$ cat src/hw/srwd_defines.vh
// Purpose: constants of the system runtime watchdog
// Assumes: 125 MHz clock, classic Wishbone with 32-bit data
// Notes: times are kept in their own unit, cycle counts derive from them
`ifndef SRWD_DEFINES_VH
`define SRWD_DEFINES_VH

// Clock and timing
`define SRWD_CLK_MHZ 125
`define SRWD_TICK_US 1000
`define SRWD_TICK_CYC (`SRWD_TICK_US * `SRWD_CLK_MHZ)
`define SRWD_RST_PULSE_NS 1000
`define SRWD_RST_CYC ((`SRWD_RST_PULSE_NS * `SRWD_CLK_MHZ + 999) / 1000)

// Register byte offsets
`define SRWD_REG_CTRL 8'h00
`define SRWD_REG_SERVICE 8'h04
`define SRWD_REG_STATUS 8'h08
`define SRWD_REG_EVENT 8'h0c
`define SRWD_REG_MASK 8'h10
`define SRWD_REG_COUNT 8'h14

// Control fields and reset value
`define SRWD_CTRL_EN 0
`define SRWD_CTRL_MACRO 1
`define SRWD_CTRL_TSEL_LO 2
`define SRWD_CTRL_TSEL_HI 4
`define SRWD_CTRL_REACT_LO 5
`define SRWD_CTRL_REACT_HI 6
`define SRWD_CTRL_RESET 7'h00

// Reaction codes
`define SRWD_REACT_RESET 2'h0
`define SRWD_REACT_NONE 2'h1
`define SRWD_REACT_RESTART 2'h2
`define SRWD_REACT_SHUTDOWN 2'h3

// Status and event bits
`define SRWD_ST_ALARM 0
`define SRWD_ST_RUN 1
`define SRWD_EV_EXPIRE 0
`define SRWD_EV_RESTART 1
`define SRWD_EV_SHUTDOWN 2
`define SRWD_EV_HWRESET 3
`define SRWD_EV_W 4

// Monitoring periods in milliseconds
`define SRWD_NRM_T0 16'h005e
`define SRWD_NRM_T1 16'h00d2
`define SRWD_NRM_T2 16'h0154
`define SRWD_NRM_T3 16'h01cc
`define SRWD_NRM_T4 16'h024e
`define SRWD_NRM_T5 16'h02c6
`define SRWD_NRM_T6 16'h0348
`define SRWD_NRM_T7 16'h03c0
`define SRWD_MAC_T0 16'h07d0
`define SRWD_MAC_T1 16'h0fa0
`define SRWD_MAC_T2 16'h1770
`define SRWD_MAC_T3 16'h1f40
`define SRWD_MAC_T4 16'h3e80
`define SRWD_MAC_T5 16'h7d00
`define SRWD_MAC_T6 16'hbb80
`define SRWD_MAC_T7 16'hfa00

`endif

$ cat src/hw/srwd_period.v
// Purpose: maps mode and time select to a period in milliseconds
// Assumes: purely combinational lookup
// Notes: sixteen fixed periods, eight per mode
`timescale 1ns/1ps
`default_nettype none
`include "srwd_defines.vh"
module srwd_period (
    // Selection
    input wire macro_i,
    input wire [2:0] tsel_i,
    // Result
    output reg [15:0] period_ms_o
);
    always @* begin
        case ({macro_i, tsel_i})
            4'h0: period_ms_o = `SRWD_NRM_T0;
            4'h1: period_ms_o = `SRWD_NRM_T1;
            4'h2: period_ms_o = `SRWD_NRM_T2;
            4'h3: period_ms_o = `SRWD_NRM_T3;
            4'h4: period_ms_o = `SRWD_NRM_T4;
            4'h5: period_ms_o = `SRWD_NRM_T5;
            4'h6: period_ms_o = `SRWD_NRM_T6;
            4'h7: period_ms_o = `SRWD_NRM_T7;
            4'h8: period_ms_o = `SRWD_MAC_T0;
            4'h9: period_ms_o = `SRWD_MAC_T1;
            4'ha: period_ms_o = `SRWD_MAC_T2;
            4'hb: period_ms_o = `SRWD_MAC_T3;
            4'hc: period_ms_o = `SRWD_MAC_T4;
            4'hd: period_ms_o = `SRWD_MAC_T5;
            4'he: period_ms_o = `SRWD_MAC_T6;
            default: period_ms_o = `SRWD_MAC_T7;
        endcase
    end
endmodule // srwd_period
`default_nettype wire

$ cat src/hw/srwd_tick.v
// Purpose: one-cycle enable pulse every millisecond
// Assumes: single clock, synchronous active-high reset
// Notes: clear restarts the fraction so a service starts a whole period
`timescale 1ns/1ps
`default_nettype none
module srwd_tick #(
    parameter integer TICK_CYCLES = 125000,
    parameter integer CW = 17
) (
    // Clock and reset
    input wire ref_clk_i,
    input wire reset_i,
    // Control
    input wire clear_i,
    // Tick
    output reg tick_o
);
    reg [CW-1:0] cnt_q;

    always @(posedge ref_clk_i) begin
        if (reset_i || clear_i) begin
            cnt_q <= {CW{1'b0}};
            tick_o <= 1'b0;
        end else if (cnt_q == TICK_CYCLES[CW-1:0] - {{(CW-1){1'b0}}, 1'b1}) begin
            cnt_q <= {CW{1'b0}};
            tick_o <= 1'b1;
        end else begin
            cnt_q <= cnt_q + {{(CW-1){1'b0}}, 1'b1};
            tick_o <= 1'b0;
        end
    end
endmodule // srwd_tick
`default_nettype wire

$ cat src/hw/srwd_top.v
// Purpose: system runtime watchdog with a classic Wishbone register slave
// Assumes: one 125 MHz clock; reset_i is the power-on reset only
// Notes: sys_reset_o resets the rest of the system, never this block,
//   so alarm and configuration outlive the restart it causes
//   Register map (byte offsets):
//   0x00 control: [0] enable [1] macro mode [4:2] time select [6:5] reaction
//   0x04 service: any write with lane 0 enabled restarts the count
//   0x08 status: [0] alarm [1] running; write one to bit 0 to acknowledge
//   0x0c events: [0] expiry [1] restart [2] shutdown [3] hardware reset, read clears
//   0x10 event mask, same layout; 0x14 elapsed milliseconds
//   Reactions: 0 hardware reset, 1 none, 2 OS restart, 3 OS shutdown
//
// Contract
// - Reset reaction asserts hardware reset at once
// - No-reset reaction only records the expiry
// - Restart reaction requests OS restart, no reset
// - Shutdown reaction requests OS shutdown, no reset
// - Alarm survives restart, cleared by software acknowledge
// - Configuration survives the watchdog-caused restart
// - Normal mode offers eight periods 94-960 ms
// - Macro mode offers eight periods 2-64 s
`timescale 1ns/1ps
`default_nettype none
`include "srwd_defines.vh"
module srwd_top #(
    parameter integer TICK_CYCLES = `SRWD_TICK_CYC,
    parameter integer RST_CYCLES = `SRWD_RST_CYC
) (
    // Clock and reset
    input wire ref_clk_i,
    input wire reset_i,
    // Wishbone slave
    input wire wb_cyc_i,
    input wire wb_stb_i,
    input wire wb_we_i,
    input wire [7:0] wb_adr_i,
    input wire [3:0] wb_sel_i,
    input wire [31:0] wb_dat_i,
    output reg [31:0] wb_dat_o,
    output reg wb_ack_o,
    // System reactions
    output reg sys_reset_o,
    output reg os_restart_o,
    output reg os_shutdown_o,
    output reg alarm_o,
    // Interrupt
    output reg irq_o
);
    // One-hot states
    localparam [2:0] ST_IDLE = 3'b001;
    localparam [2:0] ST_RUN = 3'b010;
    localparam [2:0] ST_EXP = 3'b100;

    localparam [7:0] RST_LEN = RST_CYCLES[7:0];

    // Bus decode
    wire bus_req = wb_cyc_i & wb_stb_i & ~wb_ack_o;
    wire bus_wr = bus_req & wb_we_i;
    wire bus_rd = bus_req & ~wb_we_i;
    wire hit_ctrl = (wb_adr_i == `SRWD_REG_CTRL);
    wire hit_svc = (wb_adr_i == `SRWD_REG_SERVICE);
    wire hit_stat = (wb_adr_i == `SRWD_REG_STATUS);
    wire hit_ev = (wb_adr_i == `SRWD_REG_EVENT);
    wire hit_mask = (wb_adr_i == `SRWD_REG_MASK);
    wire hit_cnt = (wb_adr_i == `SRWD_REG_COUNT);

    // Registers
    reg [6:0] ctrl_q;
    reg [6:0] ctrl_d;
    reg [2:0] state_q;
    reg [2:0] state_d;
    reg [15:0] ms_cnt_q;
    reg [15:0] ms_cnt_d;
    reg [7:0] rst_cnt_q;
    reg [7:0] rst_cnt_d;
    reg alarm_q;
    reg alarm_d;
    reg restart_q;
    reg restart_d;
    reg shutdown_q;
    reg shutdown_d;
    reg [`SRWD_EV_W-1:0] ev_q;
    wire [`SRWD_EV_W-1:0] ev_d;
    reg [`SRWD_EV_W-1:0] mask_q;
    reg [`SRWD_EV_W-1:0] mask_d;
    reg [31:0] rdata_d;

    // Control fields
    wire en = ctrl_q[`SRWD_CTRL_EN];
    wire macro = ctrl_q[`SRWD_CTRL_MACRO];
    wire [2:0] tsel = ctrl_q[`SRWD_CTRL_TSEL_HI:`SRWD_CTRL_TSEL_LO];
    wire [1:0] react = ctrl_q[`SRWD_CTRL_REACT_HI:`SRWD_CTRL_REACT_LO];
    wire running = state_q[1];

    // Reaction decode; the no-reset option drives none of these
    wire react_hw = (react == `SRWD_REACT_RESET);
    wire react_os_rs = (react == `SRWD_REACT_RESTART);
    wire react_os_sd = (react == `SRWD_REACT_SHUTDOWN);

    // Register write strobes; byte lane 0 carries every writable field,
    //   so a write with lane 0 off changes nothing but is still acknowledged
    wire wr_lane0 = bus_wr & wb_sel_i[0];
    wire wr_ctrl = wr_lane0 & hit_ctrl;
    wire wr_svc = wr_lane0 & hit_svc;
    wire wr_stat = wr_lane0 & hit_stat;
    wire wr_mask = wr_lane0 & hit_mask;

    // Read strobe of the event register, which empties it
    wire rd_ev = bus_rd & hit_ev;

    // A service write; the written value carries no meaning
    wire service = wr_svc;

    // Enabling from idle also starts a fresh count
    wire arm = wr_ctrl & wb_dat_i[`SRWD_CTRL_EN] & state_q[0];

    // Alarm acknowledge: write one to the alarm bit of the status register
    wire ack_alarm = wr_stat & wb_dat_i[`SRWD_ST_ALARM];

    wire tick;
    wire [15:0] period_ms;
    wire [15:0] ms_next = ms_cnt_q + 16'h0001;

    // Expiry once the elapsed milliseconds reach the period
    // A shorter period chosen mid-count expires at the next tick
    wire expire = running & tick & (ms_next >= period_ms);

    // Expiry split by reaction
    wire exp_hw = expire & react_hw;
    wire exp_os_rs = expire & react_os_rs;
    wire exp_os_sd = expire & react_os_sd;

    // Millisecond time base, restarted by each service
    // Clearing the fraction makes every period a whole number of ticks
    srwd_tick #(
        .TICK_CYCLES(TICK_CYCLES),
        .CW(17)
    ) u_tick (
        .ref_clk_i(ref_clk_i),
        .reset_i(reset_i),
        .clear_i(service | arm),
        .tick_o(tick)
    );

    // Period lookup from mode bit and time select
    srwd_period u_period (
        .macro_i(macro),
        .tsel_i(tsel),
        .period_ms_o(period_ms)
    );

    // Control register; only reset_i touches it, not the system reset
    always @* begin
        ctrl_d = ctrl_q;
        if (wr_ctrl) begin
            ctrl_d = wb_dat_i[6:0];
        end
    end

    // Mask register
    always @* begin
        mask_d = mask_q;
        if (wr_mask) begin
            mask_d = wb_dat_i[`SRWD_EV_W-1:0];
        end
    end

    // State machine
    always @* begin
        state_d = state_q;
        case (state_q)
            ST_IDLE: begin
                if (en) begin
                    state_d = ST_RUN;
                end
            end
            ST_RUN: begin
                if (!en) begin
                    state_d = ST_IDLE;
                end else if (expire) begin
                    state_d = ST_EXP;
                end
            end
            ST_EXP: begin
                // Stays expired until software services it again or clears the enable bit
                if (!en) begin
                    state_d = ST_IDLE;
                end else if (service) begin
                    state_d = ST_RUN;
                end
            end
            default: begin
                state_d = ST_IDLE;
            end
        endcase
    end

    // Elapsed time counter
    // Counting stops at expiry and the count clears once the state leaves run
    always @* begin
        ms_cnt_d = ms_cnt_q;
        if (service || arm || !running) begin
            ms_cnt_d = 16'h0000;
        end else if (tick && !expire) begin
            ms_cnt_d = ms_next;
        end
    end

    // Hardware reset pulse; a fixed length keeps it independent of software
    always @* begin
        rst_cnt_d = rst_cnt_q;
        if (exp_hw) begin
            rst_cnt_d = RST_LEN;
        end else if (rst_cnt_q != 8'h00) begin
            rst_cnt_d = rst_cnt_q - 8'h01;
        end
    end

    // Alarm flag: an expiry in the clearing cycle wins
    always @* begin
        alarm_d = alarm_q;
        if (ack_alarm) begin
            alarm_d = 1'b0;
        end
        if (expire) begin
            alarm_d = 1'b1;
        end
    end

    // OS requests stand until the alarm is acknowledged
    always @* begin
        restart_d = restart_q & alarm_d;
        shutdown_d = shutdown_q & alarm_d;
        if (exp_os_rs) begin
            restart_d = 1'b1;
        end
        if (exp_os_sd) begin
            shutdown_d = 1'b1;
        end
    end

    // Sticky events, cleared by reading them; a new event wins over the clear
    wire [`SRWD_EV_W-1:0] ev_set;
    assign ev_set[`SRWD_EV_EXPIRE] = expire;
    assign ev_set[`SRWD_EV_RESTART] = exp_os_rs;
    assign ev_set[`SRWD_EV_SHUTDOWN] = exp_os_sd;
    assign ev_set[`SRWD_EV_HWRESET] = exp_hw;

    genvar gi;
    generate
        for (gi = 0; gi < `SRWD_EV_W; gi = gi + 1) begin : g_ev
            assign ev_d[gi] = ev_set[gi] | (ev_q[gi] & ~rd_ev);
        end
    endgenerate

    // Interrupt level from the next event and mask values, so it follows
    //   a clearing read in the same cycle as the events themselves
    wire irq_d = |(ev_d & mask_d);

    // Reset pulse stands while the counter runs
    wire sys_rst_d = (rst_cnt_d != 8'h00);

    // Read data; unmapped addresses read as zero
    // Zero outside an answer so a stale word never looks valid
    always @* begin
        rdata_d = 32'h0000_0000;
        if (hit_ctrl) begin
            rdata_d[6:0] = ctrl_q;
        end else if (hit_stat) begin
            rdata_d[`SRWD_ST_ALARM] = alarm_q;
            rdata_d[`SRWD_ST_RUN] = state_q[1];
        end else if (hit_ev) begin
            rdata_d[`SRWD_EV_W-1:0] = ev_q;
        end else if (hit_mask) begin
            rdata_d[`SRWD_EV_W-1:0] = mask_q;
        end else if (hit_cnt) begin
            rdata_d[15:0] = ms_cnt_q;
        end
    end

    // Register update
    // Only reset_i reaches here; the system reset output never feeds back
    always @(posedge ref_clk_i) begin
        if (reset_i) begin
            ctrl_q <= `SRWD_CTRL_RESET;
            mask_q <= {`SRWD_EV_W{1'b0}};
            state_q <= ST_IDLE;
            ms_cnt_q <= 16'h0000;
            rst_cnt_q <= 8'h00;
            alarm_q <= 1'b0;
            restart_q <= 1'b0;
            shutdown_q <= 1'b0;
            ev_q <= {`SRWD_EV_W{1'b0}};
        end else begin
            ctrl_q <= ctrl_d;
            mask_q <= mask_d;
            state_q <= state_d;
            ms_cnt_q <= ms_cnt_d;
            rst_cnt_q <= rst_cnt_d;
            alarm_q <= alarm_d;
            restart_q <= restart_d;
            shutdown_q <= shutdown_d;
            ev_q <= ev_d;
        end
    end

    // Registered outputs
    always @(posedge ref_clk_i) begin
        if (reset_i) begin
            wb_ack_o <= 1'b0;
            wb_dat_o <= 32'h0000_0000;
            sys_reset_o <= 1'b0;
            os_restart_o <= 1'b0;
            os_shutdown_o <= 1'b0;
            alarm_o <= 1'b0;
            irq_o <= 1'b0;
        end else begin
            // Every request is acknowledged, unmapped ones included
            // The ack is registered, so masking the request with it avoids a second answer
            wb_ack_o <= bus_req;
            wb_dat_o <= bus_rd ? rdata_d : 32'h0000_0000;
            sys_reset_o <= sys_rst_d;
            os_restart_o <= restart_d;
            os_shutdown_o <= shutdown_d;
            alarm_o <= alarm_d;
            irq_o <= irq_d;
        end
    end

endmodule // srwd_top
`default_nettype wire

$ cat config.mk
export PLATFORM = sky130hd
export DESIGN_NAME = srwd_top
export DESIGN_NICKNAME = d
export VERILOG_FILES = /design/src/hw/srwd_period.v /design/src/hw/srwd_tick.v /design/src/hw/srwd_top.v
export VERILOG_INCLUDE_DIRS = /design/src /design/src/hw
export SDC_FILE = /design/constraint.sdc
export NUM_CORES = 1
export LEC_CHECK = 0
export BUFFER_PORTS_ARGS = -buffer_cell sky130_fd_sc_hd__buf_2
export CAP_MARGIN = 30
export CORE_ASPECT_RATIO = 0.7
export CORE_UTILIZATION = 30
export CTS_CLUSTER_SIZE = 12
export DETAILED_ROUTE_END_ITERATION = 16
export PLACE_DENSITY = 0.58
export SLEW_MARGIN = 25
export SYNTH_ARGS = -nofsm -noshare
export SYNTH_HDL_FRONTEND = slang
export SYNTH_SLANG_ARGS = --single-unit
export TNS_END_PERCENT = 100
$ cat constraint.sdc
create_clock -name ref_clk_i -period 3.9 [get_ports ref_clk_i]
set_clock_uncertainty 0.2 [all_clocks]
set_input_delay 0.78 -clock ref_clk_i [delete_from_list [all_inputs] [get_ports ref_clk_i]]
set_output_delay 0.78 -clock ref_clk_i [all_outputs]
set_load 0.01 [all_outputs]
==> flow_metrics.tcl, run 1 <==
set metrics [dict create \
    status "finished, final reports clean" \
    synth-main-ff-cell "dfxtp_1" \
    finalHoldViolations 0 \
    core_area_um2 15000 \
    synth_seq_cells 97 \
    min_path_type "reg2reg" \
    syn_avg_cell_area_um2 8.81 \
    ys_warn_count 0 \
    drt_iter0_drc 341 \
    setup.worst_path.class "reg2reg" \
    die_x_um 152 \
    io_pins 87 \
    die_area_um2 16200 \
    synth_area_um2 4710 \
    portBuffers 42 \
    worst_pin_slew_ns 0.622 \
    design_area_um2 5520 \
    ys_seq_area_share_pct 41.3 \
    fin_nets 665 \
    cp_data_required_time_ns 3.97 \
    layout_common_cells "dfxtp_1 (97), nor2_1 (61), nand2_1 (44)" \
    dp_cells 778 \
    clock_latency_ns 0.34 \
    worstPathArrival_ns 3.72 \
    startpoint_type "flip-flop" \
    place_area_um2 5210 \
    vias 3939 \
    clkSlewWorstSetupHoldPaths_ns 0.07 \
    wire_per_inst_um 13.4 \
    synthTopCellsByArea "dfxtp_1 (41%), ha_1 (5.6%), nor2_1 (4.9%)" \
    ir_drop_mv 0.433 \
    antenna_found_initial 0 \
    drc 0 \
    syn_inst 534 \
    cts_tree "yes" \
    setup_viol 0 \
    maxCapViolCount 0 \
    yosysTopAreaCell "dfxtp_1" \
    setup_tns_ns 0 \
    grt_max_degree 35 \
    cts.path.max_buffers 2 \
    leakage_nw 2.17 \
    grt_usage_pct 14.0 \
    drt-total-wl_mm 10.7 \
    clockRootBuffer "clkbuf_16" \
    holdBufCountCts 0 \
    drive_gt1_share_pct 17.0 \
    ant_nets 0 \
    synth_edf_count 0 \
    synth_top_area_share_pct 41.3 \
    dp_slack_ns 0.0628 \
    synth_cell_type_count 64 \
    path_max_fanout 26 \
    final_common_cell "dfxtp_1" \
    overflow 0 \
    async_flop_share_pct 0 \
    dr.pass1.iters 5 \
    antenna_cells 0 \
    rows 37 \
    area_growth_pct 17.2 \
    dp_hpwl_mm 7.98 \
    cp-end-kind "flip-flop" \
    cts_buffers 9 \
    power.density_nw_per_um2 411 \
    die_h_um 107 \
    grt_pass1_vias 3644 \
    grt_first_pass_wirelength_mm 17.9 \
    layout_min_cycle_time_ns 3.65 \
    cts.sink_count 97 \
    rsz0062_at_grt "false" \
    period_share_pct 93.6 \
    start_util_pct 31.4 \
    drv_slew 0 \
    viasPerCell 4.95 \
    gp_congestion 0.828 \
    final_cells 795 \
    slew-limit-headroom_pct 58.0 \
    max_freq_ghz 0.274 \
    ctsHtreeMaxLevel 3 \
    fin_ws_ns 0.250 \
]
==> repair_timing <==
| action | in CTS | in global routing |
|---|---|---|
| endpoints found under the hold margin | 0 | 0 |
| setup buffers | 0 | 1 |
| resized for setup | 0 | 4 |
| endpoints found under the setup margin | 0 | 26 |
==> per-layer routing <==
layer	share of wire (%)	vias up	global-route usage (%)
met4	1.2	0	4.17
met2	42	113	20.7
li1	-	1974	-
met1	51	1840	19.9
met3	6.0	12	3.49
met5	0	-	0
==> stage by stage <==
stage / total power [mW] / hold WS (ns) / utilization, %
finish: 2.27 / 0.253 / 36.8
global route: 2.39 / 0.293 / 36.8
CTS: 2.29 / 0.247 / 36.6
detailed placement: 1.43 / 0.238 / 34.7
global placement: 1.42 / 0.223 / 34.7
floorplan: 1.37 / 0.213 / -
==> report_power, final <==
part	switching [mW]	leakage (nW)	total [mW]	internal [mW]
logic	0.198	1.24	0.344	0.146
registers	0.0391	0.784	1.07	1.03
clock network	0.391	0.144	0.849	0.458
==> final timing paths <==
path / start / end / slack (ns) / depth (start not counted)
min: u_tick.cnt_q[0] / u_tick.cnt_q[0] / 0.25 / 1
max: ms_cnt_q[0] / ms_cnt_q[14] / 0.25 / 15
min reg2reg: u_tick.cnt_q[0] / u_tick.cnt_q[0] / 0.25 / 1
max reg2reg: ms_cnt_q[0] / ms_cnt_q[14] / 0.25 / 15
==> critical path, stage by stage (launching register included) <==
cell	delay, ns
dfxtp_1	0.33
ha_1	0.18
nand3_1	0.09
or2_2	0.36
nor2_4	0.14
nand4_1	0.18
nor2_1	0.17
xor2_1	0.17
ha_1	0.27
a21o_1	0.17
a221oi_1	0.28
buf_4	0.19
nand3_1	0.09
buf_6	0.19
or4_1	0.41
a21oi_1	0.15
==> kinds of logic after synthesis <==
logic type      after synthesis  synth area share [%]
compound gates              100                  13.7
xor+xnor                     39                  7.26
fa+ha+maj                    21                  5.58
buf+inv                      63                  6.80
flops                        97                  41.3
mux                          13                  3.03
other cells                   1                0.0797
simple gates                200                  22.3
==> layout make-up <==
cell class	instances	area, um^2
Fill cell	1554	9480
Clock inverter	6	48.8
Tap cell	195	244
Inverter	29	114
Multi-Input combinational cell	389	2510
Sequential cell	97	1940
Clock buffer	10	239
Timing Repair Buffer	69	417
==> registers in the layout, indices dropped and copies added, names as in the netlist <==
name                  count
u_period.period_ms_o     15
ms_cnt_q                 16
mask_q                    4
os_restart_o              1
u_tick.tick_o             1
ctrl_q                    7
ev_q                      4
alarm_o                   1
irq_o                     1
sys_reset_o               1
wb_ack_o                  1
state_q                   3
rst_cnt_q                 8
u_tick.cnt_q             17
wb_dat_o                 16
os_shutdown_o             1
==> cells in the mapped netlist (all sizes together), types with 3 or more instances <==
cell type	number
nand4	18
xnor2	17
nor2	64
and3	5
o22ai	4
nor2b	3
a221oi	5
clkbuf	12
mux2i	12
nand2b	3
nand3	9
nand2	44
buf	22
and2	12
inv	28
dfxtp	97
o31ai	4
a22oi	6
o21ai	22
nor3	7
or3	10
a21oi	37
xor2	22
a21o	3
ha	21
nor4	9
or4	5
Power figures use the tool's default switching activity.
==> inputs of run 2 (changes only) <==
Settings changed: ABC_AREA set to 1.
==> run 2 against run 1 <==
  * The flow now finishes with violations (DRC)
  * Count of clock-buffer cells in the layout decreased by 1
  * Die area increased by 0.97%
  * Critical endpoint is now ms_cnt_q[10]
  * Via count decreased by 2.1%
  * Critical path type unchanged
  * Largest power group unchanged
==> flow_metrics.tcl, run 2 <==
set metrics [dict create \
    status "complete, but fails checks" \
    violations "DRC" \
    seq_power_share_pct 46.0 \
    gp_congestion 0.781 \
    max_freq_ghz 0.294 \
    cts.repair.resized 0 \
    syn_avg_cell_area_um2 7.43 \
    synth_top_family_by_area "simple AND/OR/NAND/NOR gates" \
    clockRootBuffer "clkbuf_16" \
    die_area_um2 16400 \
    synthXorXnorAreaFrac_pct 4.42 \
    synthAdderAreaFrac_pct 5.53 \
    power_switching_mw 0.673 \
    min_to "u_tick.cnt_q[0]" \
    layout_min_cycle_time_ns 3.40 \
    cts.path.max_buffers 2 \
    cts.sink_count 97 \
    synthTopCellsByArea "dfxtp_1 (41%), nand2_1 (9.2%), inv_1 (8.1%)" \
    start_util_pct 30.7 \
    grt_first_pass_wirelength_mm 17.3 \
    holdBufCountCts 0 \
    portBuffers 42 \
    synth_top_area_share_pct 40.9 \
    fill_cells 1670 \
    worstPathArrival_ns 3.48 \
    leakage_nw 2.47 \
    min_path_type "reg2reg" \
    synth_cell_type_count 49 \
    area_growth_pct 13.6 \
    cts_tree "yes" \
    cp-end-kind "flip-flop" \
    largest_reg_flops 17 \
    drv_slew 0 \
    synth_seq_cells 97 \
    switching_share_pct 29.4 \
    cp_cell_sequence "ha_1, nand3_1, nor4_1, nand3_1, nor2_1, nand2_1, nand2_1, inv_1, ha_1, nand4_1, a21oi_1, nor2_1, nand2_1, nand2_1, nand2_2, buf_4, o21ai_0, a21oi_1" \
    critPathMaxStageDelay_ns 0.40 \
    period_share_pct 87.2 \
    reg.largest.list "u_tick.cnt_q x17, ms_cnt_q x16, wb_dat_o x16" \
    antenna_cells 0 \
    viasPerCell 4.35 \
    synth_area_um2 4750 \
    setup_tns_ns 0 \
    regToRegStartpoint "ms_cnt_q[1]" \
    syn_inst 640 \
    synth-main-ff-cell "dfxtp_1" \
    cp_data_required_time_ns 3.98 \
    synth_mux_area_share_pct 0 \
    ys_seq_area_share_pct 40.9 \
    dp_hpwl_mm 7.97 \
    clkSlewWorstSetupHoldPaths_ns 0.08 \
    synth-compound-area-share_pct 11.6 \
    dr.pass1.iters 13 \
    startpoint "ms_cnt_q[1]" \
    io_pins 87 \
    drive_gt1_share_pct 12.8 \
    hold_depth 1 \
    cts_buffers 9 \
    wire_per_inst_um 11.8 \
    rsz0062_at_grt "false" \
    drc 1 \
    grt_pass1_vias 3449 \
    dp_slack_ns 0.486 \
    regMostFlops "u_tick.cnt_q" \
    drt_iter0_drc 297 \
    ys_warn_count 0 \
    reg2reg_depth 18 \
    layout_common_cells "nand2_1 (117), inv_1 (102), dfxtp_1 (97)" \
    ir_drop_mv 0.254 \
    vias 3857 \
    synth_most_common_cell "nand2_1" \
    synth_common_cells "nand2_1 (117), inv_1 (102), dfxtp_1 (97)" \
    p_comb_share_pct 15.5 \
    min_from "u_tick.cnt_q[0]" \
    cts_setup_buffers 0 \
    fin_ws_ns 0.498 \
    reg2reg_slack_ns 0.50 \
    power.total_mw 2.29 \
    power.density_nw_per_um2 425 \
    final_common_cell "nand2_1" \
    clockPowerShare_pct 38.5 \
    overflow 0 \
    yosysTopAreaCell "dfxtp_1" \
    rows 38 \
    yosys.area_share.simple_pct 25.1 \
    drt-total-wl_mm 10.4 \
    path_max_fanout 15 \
    grt_usage_pct 13.4 \
    r2r-end "ms_cnt_q[10]" \
    antenna_found_initial 0 \
    core_area_um2 15500 \
    fin_hold_ws_ns 0.250 \
    crit_slowest_cell "dfxtp_1" \
    slew-limit-headroom_pct 63.8 \
    async_flop_share_pct 0 \
    maxCapViolCount 0 \
    setup_viol 0 \
    synth_edf_count 0 \
    fin_nets 752 \
    finalHoldViolations 0 \
    ctsHtreeMaxLevel 3 \
    setup.worst_path.class "reg2reg" \
    clock_latency_ns 0.35 \
    internal-power_mw 1.62 \
    die_h_um 107 \
    ant_nets 0 \
    cp_common_cell "nand2_1" \
    startpoint_type "flip-flop" \
    die_x_um 152 \
    grt_max_degree 21 \
    worst_pin_slew_ns 0.543 \
]
[run 2: cell count changes in the layout (fill, tap and decap cells not counted), sizes merged, moves of 10 or more]
| cell | delta |
|---|---|
| inv | +81 |
| nand2 | +77 |
| buf | -25 |
| nand3 | +22 |
| nor2 | +18 |
| xnor2 | -14 |
| mux2i | -12 |
| and2 | -11 |
| nand4 | -10 |
| o21ai | +10 |
| or3 | -10 |
[run 2: final cells by class]
cell class	count	area [um^2]	share of cell area (%)
sequential	97	1940	36.0
multi-input combinational	422	2280	42.2
inverter	108	410	7.60
tap	200	250	4.63
clock inverter	7	70.1	1.30
clock buffer	9	225	4.17
timing repair buffer	44	225	4.17
[run 2: logic make-up (layout without fill, tap and decap cells)]
| kind of cell | count (synthesis) | after routing |
|---|---|---|
| simple gates | 267 | 267 |
| buf+inv | 136 | 168 |
| xor+xnor | 24 | 24 |
| flops | 97 | 97 |
| compound gates | 94 | 94 |
| fa+ha+maj | 21 | 21 |
| other cells | 1 | 16 |
[run 2: power groups by stage]
stage / clock network [mW] / logic (mW) / registers, mW
2_1_floorplan: 0 / 0.306 / 1.07
3_3_place_gp: 0 / 0.357 / 1.08
3_5_place_dp: 0 / 0.357 / 1.08
4_1_cts: 0.909 / 0.358 / 1.06
5_1_grt: 0.944 / 0.425 / 1.06
6_report: 0.883 / 0.355 / 1.05
[run 2: how the worst max path moves through the flow]
stage                   end  slack, ns  cells after the start
6_report       ms_cnt_q[10]       0.50                     18
5_1_grt        ms_cnt_q[15]       0.13                     18
4_1_cts        ms_cnt_q[10]       0.48                     18
3_5_place_dp          irq_o       0.49                     19
3_3_place_gp          irq_o       0.46                     18
2_1_floorplan  ms_cnt_q[15]       0.94                     19
[run 2: critical path: cells and delay by family (launching register included)]
| family | cells | cell delay (ns) |
|---|---|---|
| and+or+nand+nor | 11 | 1.63 |
| buffers and inverters | 2 | 0.26 |
| DFF | 1 | 0.40 |
| AOI/OAI and AO/OA | 3 | 0.34 |
| adders and majority gates | 2 | 0.48 |
[run 2: stage by stage]
stage	std cells	util [%]	area, um^2
after floorplan	655	-	4810
final	887	34.8	5400
after global routing	887	34.8	5400
after CTS	887	34.8	5400
after detailed placement	871	32.9	5100
after global placement	871	32.9	5100
[run 2: per-layer routing]
metal	GRT usage [%]	vias to the layer above	share of wire, %
li1	-	2081	-
met1	21.5	1682	57
met2	17.0	84	37
met3	3.34	10	5.6
met4	3.68	0	0.87
met5	0	-	0
